--- config.mk ---
export PLATFORM = sky130hd
export DESIGN_NAME = pcgdc_bank
export DESIGN_NICKNAME = d
export VERILOG_FILES = /design/src/verilog/pcgdc_pkg.sv /design/src/verilog/pcgdc_cfg_if.sv /design/src/verilog/pcgdc_bank.sv /design/src/verilog/pcgdc_apb_slave.sv
export SDC_FILE = /design/constraint.sdc
export NUM_CORES = 1
export LEC_CHECK = 0
export ABC_CLOCK_PERIOD_IN_PS = 4400
export BUFFER_PORTS_ARGS = -buffer_cell sky130_fd_sc_hd__buf_2
export CAP_MARGIN = 30
export CORE_AREA = 8 8 79 81
export DETAILED_ROUTE_END_ITERATION = 7
export DIE_AREA = 0 0 87 89
export PLACE_DENSITY_LB_ADDON = 0.2
export SLEW_MARGIN = 20
export SYNTH_ARGS = -nofsm -noshare
export SYNTH_HDL_FRONTEND = slang
export SYNTH_SLANG_ARGS = --single-unit
--- constraint.sdc ---
create_clock -name pclk -period 4.4 [get_ports pclk]
set_input_delay 1.1 -clock pclk [delete_from_list [all_inputs] [get_ports pclk]]
set_output_delay 1.1 -clock pclk [all_outputs]
set_load 0.05 [all_outputs]
--- src/verilog/pcgdc_pkg.sv ---
// Package with register map, field positions and reset values of the clock gate and correction bank
package pcgdc_pkg;
   // Register byte offsets
   localparam logic [11:0] pcgdc_gates_offset  = 12'h000;
   localparam logic [11:0] pcgdc_enable_offset = 12'h004;
   localparam logic [11:0] pcgdc_mode_offset   = 12'h008;
   localparam logic [11:0] pcgdc_start_offset  = 12'h00c;
   localparam logic [11:0] pcgdc_count_offset  = 12'h010;
   localparam int unsigned pcgdc_addr_width    = 12;
   // Field positions
   localparam int unsigned pcgdc_boxcar_bit     = 0;
   localparam int unsigned pcgdc_raw_bit        = 1;
   localparam int unsigned pcgdc_color_bit      = 2;
   localparam int unsigned pcgdc_edge_bit       = 3;
   localparam int unsigned pcgdc_gate_width     = 4;
   localparam int unsigned pcgdc_enable_bit     = 0;
   localparam int unsigned pcgdc_white_bit      = 0;
   localparam int unsigned pcgdc_unbounded_bit  = 1;
   localparam int unsigned pcgdc_table_width    = 10;
   localparam int unsigned pcgdc_bounded_max    = 1024;
   // Reset values
   localparam logic [3:0] pcgdc_gates_reset = 4'h0;
   localparam logic [9:0] pcgdc_table_reset = 10'h000;
   // Register selection
   typedef enum logic [2:0] {
      pcgdc_sel_gates  = 3'b000,
      pcgdc_sel_enable = 3'b001,
      pcgdc_sel_mode   = 3'b010,
      pcgdc_sel_start  = 3'b011,
      pcgdc_sel_count  = 3'b100,
      pcgdc_sel_none   = 3'b111
   } pcgdc_sel_type;
endpackage

--- src/verilog/pcgdc_cfg_if.sv ---
// Interface carrying register writes from the bus slave to the register bank
`timescale 1ns/1ps
interface pcgdc_cfg_if;
   import pcgdc_pkg::*;
   logic          wr_en;
   pcgdc_sel_type wr_sel;
   logic [31:0]   wr_data;
   logic [31:0]   rd_data;
   pcgdc_sel_type rd_sel;
   modport slave (output wr_en, output wr_sel, output wr_data, output rd_sel, input rd_data);
   modport bank  (input wr_en, input wr_sel, input wr_data, input rd_sel, output rd_data);
endinterface

--- src/verilog/pcgdc_bank.sv ---
// Summary of operation
// RULE1: Gate bit 3 switches the edge enhancer and chroma reduction clock.
// RULE2: Gate bit 2 switches colour filter to 4:2:2, YCbCr histogram, boundary clock.
// RULE3: Gate bit 1 switches defect correction to white balance and raw histogram clock.
// RULE4: Gate bit 0 switches the boxcar clock; all gate bits reset to zero.
// RULE5: Software keeps the source format consistent with the enabled clock groups.
// RULE6: Software writes zero to reserved bits; they read back as zero.
// RULE7: Enable bit 0 turns table defect correction on; resets to zero.
// RULE8: Mode bit 1 selects a table of up to 1024 entries or unbounded.
// RULE9: Mode bit 0 picks black or white replacement for option zero entries.
// RULE10: Start register bits 9..0 hold the table start address; reset zero.
// RULE11: Entry count ignored when unbounded; otherwise count plus one entries valid.
// RULE12: A gated-off group holds its state and produces no new output.
//
// Chosen here: the register offsets and the APB register port.
`timescale 1ns/1ps
module pcgdc_bank
   import pcgdc_pkg::*;
(
   // Clock and reset
   input  wire logic        pclk,
   input  wire logic        presetn,
   // APB
   input  wire logic        psel,
   input  wire logic        penable,
   input  wire logic        pwrite,
   input  wire logic [11:0] paddr,
   input  wire logic [31:0] pwdata,
   output logic             pready,
   output logic [31:0]      prdata,
   output logic             pslverr,
   // Clock group enables to the datapath gates
   output logic             edge_chroma_clock_on,
   output logic             color_stage_clock_on,
   output logic             raw_stage_clock_on,
   output logic             boxcar_clock_on,
   // Correction configuration
   output logic             lut_correction_enable,
   output logic             table_unbounded,
   output logic             replace_white,
   output logic [9:0]       lut_correction_start,
   output logic [10:0]      table_entry_limit
);
   pcgdc_cfg_if cfg ();

   logic [9:0] table_valid_count;

   // Bus slave
   pcgdc_apb_slave pcgdc_apb_slave_i (
      .pclk    (pclk),
      .presetn (presetn),
      .psel    (psel),
      .penable (penable),
      .pwrite  (pwrite),
      .paddr   (paddr),
      .pwdata  (pwdata),
      .pready  (pready),
      .prdata  (prdata),
      .pslverr (pslverr),
      .cfg     (cfg)
   );

   function automatic logic hit(input pcgdc_sel_type s);
      hit = cfg.wr_en && (cfg.wr_sel == s);
   endfunction

   // Clock gate enables; the datapath gates its clocks with these, holding stage state when off
   always_ff @(posedge pclk or negedge presetn) begin
      if (!presetn) begin
         {edge_chroma_clock_on, color_stage_clock_on, raw_stage_clock_on, boxcar_clock_on} <= pcgdc_gates_reset; // [RULE4]
      end else if (hit(pcgdc_sel_gates)) begin
         edge_chroma_clock_on <= cfg.wr_data[pcgdc_edge_bit];    // [RULE1] [RULE12]
         color_stage_clock_on <= cfg.wr_data[pcgdc_color_bit];   // [RULE2]
         raw_stage_clock_on   <= cfg.wr_data[pcgdc_raw_bit];     // [RULE3]
         boxcar_clock_on      <= cfg.wr_data[pcgdc_boxcar_bit];  // [RULE4]
      end
   end

   // Correction enable
   always_ff @(posedge pclk or negedge presetn) begin
      if (!presetn) begin
         lut_correction_enable <= 1'b0;
      end else if (hit(pcgdc_sel_enable)) begin
         lut_correction_enable <= cfg.wr_data[pcgdc_enable_bit]; // [RULE7]
      end
   end

   // Correction mode
   always_ff @(posedge pclk or negedge presetn) begin
      if (!presetn) begin
         table_unbounded <= 1'b0;
         replace_white   <= 1'b0;
      end else if (hit(pcgdc_sel_mode)) begin
         table_unbounded <= cfg.wr_data[pcgdc_unbounded_bit]; // [RULE8]
         replace_white   <= cfg.wr_data[pcgdc_white_bit];     // [RULE9]
      end
   end

   // Table start address and entry count
   always_ff @(posedge pclk or negedge presetn) begin
      if (!presetn) begin
         lut_correction_start <= pcgdc_table_reset;
         table_valid_count    <= pcgdc_table_reset;
      end else begin
         if (hit(pcgdc_sel_start)) begin
            lut_correction_start <= cfg.wr_data[pcgdc_table_width-1:0]; // [RULE10]
         end
         if (hit(pcgdc_sel_count)) begin
            table_valid_count <= cfg.wr_data[pcgdc_table_width-1:0];
         end
      end
   end

   // Entry limit: zero means unbounded, else count plus one
   always_ff @(posedge pclk or negedge presetn) begin
      if (!presetn) begin
         table_entry_limit <= 11'h001;
      end else if (table_unbounded) begin
         table_entry_limit <= 11'h000; // [RULE11]
      end else begin
         table_entry_limit <= {1'b0, table_valid_count} + 11'h001; // [RULE11]
      end
   end

   // Read mux; reserved bits read as zero
   always_comb begin
      cfg.rd_data = 32'h0000_0000; // [RULE6]
      unique case (cfg.rd_sel)
         pcgdc_sel_gates:  cfg.rd_data[3:0] = {edge_chroma_clock_on, color_stage_clock_on,
                                               raw_stage_clock_on, boxcar_clock_on};
         pcgdc_sel_enable: cfg.rd_data[0]   = lut_correction_enable;
         pcgdc_sel_mode:   cfg.rd_data[1:0] = {table_unbounded, replace_white};
         pcgdc_sel_start:  cfg.rd_data[9:0] = lut_correction_start;
         pcgdc_sel_count:  cfg.rd_data[9:0] = table_valid_count;
         default:          cfg.rd_data      = 32'h0000_0000;
      endcase
   end
endmodule // pcgdc_bank

--- src/verilog/pcgdc_apb_slave.sv ---
// APB slave that decodes addresses and forwards register writes and reads
`timescale 1ns/1ps
module pcgdc_apb_slave
   import pcgdc_pkg::*;
(
   // Clock and reset
   input  wire logic        pclk,
   input  wire logic        presetn,
   // APB
   input  wire logic        psel,
   input  wire logic        penable,
   input  wire logic        pwrite,
   input  wire logic [11:0] paddr,
   input  wire logic [31:0] pwdata,
   output logic             pready,
   output logic [31:0]      prdata,
   output logic             pslverr,
   // Bank side
   pcgdc_cfg_if.slave       cfg
);
   // Address decode
   function automatic pcgdc_sel_type decode(input logic [11:0] a);
      case (a)
         pcgdc_gates_offset:  decode = pcgdc_sel_gates;
         pcgdc_enable_offset: decode = pcgdc_sel_enable;
         pcgdc_mode_offset:   decode = pcgdc_sel_mode;
         pcgdc_start_offset:  decode = pcgdc_sel_start;
         pcgdc_count_offset:  decode = pcgdc_sel_count;
         default:             decode = pcgdc_sel_none;
      endcase
   endfunction

   logic setup;
   assign setup       = psel && !penable;
   // Writes take effect at the access edge
   assign cfg.wr_en   = psel && penable && pwrite && pready;
   assign cfg.wr_sel  = decode(paddr);
   assign cfg.wr_data = pwdata;
   assign cfg.rd_sel  = decode(paddr);

   // No wait states: ready in the first access cycle
   always_ff @(posedge pclk or negedge presetn) begin
      if (!presetn) begin
         pready <= 1'b0;
      end else begin
         pready <= setup;
      end
   end

   // Read data captured during setup
   always_ff @(posedge pclk or negedge presetn) begin
      if (!presetn) begin
         prdata <= 32'h0000_0000;
      end else if (setup && !pwrite) begin
         prdata <= cfg.rd_data;
      end
   end

   // Error on unmapped address
   always_ff @(posedge pclk or negedge presetn) begin
      if (!presetn) begin
         pslverr <= 1'b0;
      end else begin
         pslverr <= setup && (decode(paddr) == pcgdc_sel_none);
      end
   end
endmodule // pcgdc_apb_slave

==> run_results.csv <==
group,metric,value,unit
timing,layout_setup_ws,1.47,ns
floorplanning,die-area,7740,µm²
timing,rsz0062_at_grt,"false",
placement,dpl-instance-area,2760,µm²
grt,first_pass_grt_wire_length,9110,µm
routing,initial_drc_count,99,
placement,gpl.final_weighted_congestion,0.806,
power,pwr_density_cell,293,nW/µm²
routing,route.detailed.drc,0,
logic_synthesis,syn-mean-instance-area,11.4,µm²
finish,flow.area_growth_from_synthesis,18.3,%
routing,finalWirelength,5600,µm
grt,grt_overflow,0,
routing,wl_per_cell,15.9,µm
routing,firstDrtPassIters,4,
floorplanning,start_util,48.8,%
logic_synthesis,netlist_area,2430,µm²
clock_network,cts_resized,0,
grt,grt.total_usage,15.1,%
critical_path,critPathArrivalTime,3.13,ns
logic_synthesis,synthesis.yosys.warnings,0,
critical_path,endpoint_kind,"register",
routing,routed-wl-met2,2560,µm
timing,fin_crit_share,66.7,%
timing,finalClockSkew,0.00914,ns
timing,slew_viol_final,0,
power,cellLeakagePower,1.50,nW
critical_path,worst_ep_required_time,4.60,ns
critical_path,crit_path_max_fanout,10,
placement,post-place-ws,1.15,ns
clock_network,clkSinkCount,50,
timing,hold_violations,0,
routing,routed.top_layer,"met4",
logic_synthesis,post_synth_num_cell_types,39,
timing,setup_viol,0,
clock_network,clock_path_buffers,2,
finish,finished_cell_area,2870,µm²
grt,grt_max_degree,27,
power,max-vdd-ir-drop,0.193,mV
timing,timing.slew.headroom,37.7,%
power,power,0.000842,W
timing,timing_worst_slew_pin_value,0.930,ns
floorplanning,die-width,87,µm
logic_synthesis,synth-async-reset-ratio,100,%
grt,antenna_found_initial,0,
run,cap_viol_max_count,0,
logic_synthesis,synth-main-ff-cell,"sky130_fd_sc_hd__dfrtp_1",
placement,port_buffers,66,
worst_hold_path,holdCritPathClass,"reg -> reg",
timing,period_minus_slack,2.93,ns
routing,vias,1808,
floorplanning,die_height,89,µm
floorplanning,rows,26,
logic_synthesis,synth_cells,213,
routing,detail_route.wirelength.met1,2430,µm
clock_network,cts_root_buffer,"sky130_fd_sc_hd__clkbuf_8",
placement,dpl.hpwl,4390,µm
clock_network,max_h_tree_level,2,
clock_network,clk_transition_reported_paths,0.09,ns
clock_network,post_cts_buffers,0,
timing,peak_freq,341,MHz
routing,detailed_routed_wire_length_on_met3,504,µm
grt,via_count_of_the_first_global_routing_pass,1874,
finish,antenna_cells,0,
logic_synthesis,synth-edff-count,0,
routing,via_per_inst,5.12,
run_status,run_status,"finished, final reports clean",
finish,drive_above_1_share,39.2,%
timing,totalNegativeSetupSlack,0,ns
clock_network,total_of_hold_buffers_inserted_after_clock_tree_synthesis,0,
finish,design.final.nets,332,
logic_synthesis,synth.yosys.seq_area_share,51.6,%
routing,drtAntennaViolNets,0,
clock_network,number_of_buffers_created_by_cts,5,
clock_network,tritoncts,"done",
critical_path,setup.worst_path.class,"in -> reg",
critical_path,timing.critical_path.from_type,"primary input",
floorplanning,io_pins,111,
clock_network,clk-insertion-delay-late,0.30,ns
floorplanning,placeableCoreArea,4980,µm²
logic_synthesis,synth_seq_cells,50,
final timing paths:
check | start | end | slack [ns] | cells past startpoint
min | pcgdc_apb_slave_i.prdata[0] | pcgdc_apb_slave_i.prdata[0] | 0.48 | 2
max | paddr[9] | lut_correction_start[0] | 1.47 | 4
min reg2reg | pcgdc_apb_slave_i.prdata[0] | pcgdc_apb_slave_i.prdata[0] | 0.48 | 2
max reg2reg | pcgdc_apb_slave_i.pready | table_valid_count[9] | 2.47 | 3
min in group asynchronous | presetn | lut_correction_start[0] | 0.77 | 1
max in group asynchronous | presetn | table_entry_limit[9] | 3.09 | 2
where the power goes:
part / switching, W / total (W) / internal (W)
Sequential: 0.000000429 / 0.000461 / 0.000460
Clock: 0.000149 / 0.000293 / 0.000144
Combinational: 0.0000724 / 0.0000885 / 0.0000161
Total: 0.000222 / 0.000842 / 0.000620
layout make-up:
| cell class | instances | area [µm²] |
|---|---|---|
| flip-flops and latches | 50 | 1250 |
| well taps | 70 | 87.6 |
| clock inverters | 1 | 8.76 |
| clock buffers | 7 | 96.3 |
| fillers | 470 | 2100 |
| repair buffers | 69 | 363 |
| multi-input cells | 156 | 1070 |
worst max-delay path: stages:
cell and delay, ns:
sky130_fd_sc_hd__buf_2 0.10, sky130_fd_sc_hd__or4_1 0.67, sky130_fd_sc_hd__nor4_4 0.84, sky130_fd_sc_hd__mux2_2 0.41
kinds of logic (layout without fill, tap and decap cells):
kind of cell	after synthesis	in the layout	share of synthesized area, %
and+or+nand+nor	73	73	16.7
DFF	50	50	51.6
muxes	31	31	14.3
buffers and inverters	28	77	7.78
AOI/OAI and AO/OA	25	25	7.52
xor gates and xnor gates	4	4	1.44
adders and majority gates	1	1	0.515
other	1	22	0.154
cell usage in the layout (no fill, tap or decap), types with 2 or more instances in the layout:
| cell | n |
|---|---|
| sky130_fd_sc_hd__buf_2 | 67 |
| sky130_fd_sc_hd__dfrtp_1 | 49 |
| sky130_fd_sc_hd__mux2_2 | 29 |
| sky130_fd_sc_hd__conb_1 | 22 |
| sky130_fd_sc_hd__nand2_1 | 13 |
| sky130_fd_sc_hd__nand3_1 | 10 |
| sky130_fd_sc_hd__nor2_1 | 10 |
| sky130_fd_sc_hd__nor2b_1 | 9 |
| sky130_fd_sc_hd__a221o_1 | 7 |
| sky130_fd_sc_hd__clkbuf_8 | 7 |
| sky130_fd_sc_hd__o21ai_0 | 6 |
| sky130_fd_sc_hd__nor3_1 | 5 |
| sky130_fd_sc_hd__or3_1 | 5 |
| sky130_fd_sc_hd__a21oi_1 | 4 |
| sky130_fd_sc_hd__nor4_1 | 4 |
| sky130_fd_sc_hd__nand2b_1 | 3 |
| sky130_fd_sc_hd__nand4_1 | 2 |
| sky130_fd_sc_hd__xnor2_1 | 2 |
| sky130_fd_sc_hd__xor2_1 | 2 |
| sky130_fd_sc_hd__or2_2 | 2 |
| sky130_fd_sc_hd__or4_1 | 2 |
| sky130_fd_sc_hd__and2_1 | 2 |
| sky130_fd_sc_hd__mux2i_1 | 2 |
| sky130_fd_sc_hd__a31oi_1 | 2 |
per-stage QoR:
stage / hold slack (ns) / util [%] / std cells
after floorplan: 0.437 / - / 234
after global placement: 0.462 / 55.1 / 343
after detailed placement: 0.465 / 55.5 / 344
after CTS: 0.484 / 57.6 / 352
after global routing: 0.498 / 57.7 / 353
final: 0.481 / 57.7 / 353
Yosys cell counts, types with 3 or more instances:
cell type / number / area share, %
sky130_fd_sc_hd__a21oi_1: 4 / 0.82
sky130_fd_sc_hd__a221o_1: 7 / 2.9
sky130_fd_sc_hd__buf_4: 22 / 6.8
sky130_fd_sc_hd__clkbuf_1: 5 / 0.77
sky130_fd_sc_hd__dfrtp_1: 49 / 50
sky130_fd_sc_hd__mux2_2: 29 / 13
sky130_fd_sc_hd__nand2_1: 13 / 2.0
sky130_fd_sc_hd__nand2b_1: 3 / 0.77
sky130_fd_sc_hd__nand3_1: 10 / 2.1
sky130_fd_sc_hd__nor2_1: 10 / 1.5
sky130_fd_sc_hd__nor2b_1: 9 / 2.3
sky130_fd_sc_hd__nor3_1: 5 / 1.0
sky130_fd_sc_hd__nor4_1: 4 / 1.0
sky130_fd_sc_hd__o21ai_0: 6 / 1.2
sky130_fd_sc_hd__or3_1: 5 / 1.3
state kept, by name, summed over array words and instances (netlist names):
name	flops
boxcar_clock_on	1
color_stage_clock_on	1
edge_chroma_clock_on	1
lut_correction_enable	1
lut_correction_start	10
pcgdc_apb_slave_i.prdata	10
pcgdc_apb_slave_i.pready	1
pcgdc_apb_slave_i.pslverr	1
raw_stage_clock_on	1
replace_white	1
table_entry_limit	11
table_unbounded	1
table_valid_count	10
per-layer routing:
layer	track usage, %	up-vias
li1	-	873
met4	6.10	0
met3	5.24	9
met2	24.4	68
met5	0	-
met1	18.0	858
Power figures use the tool's default switching activity.
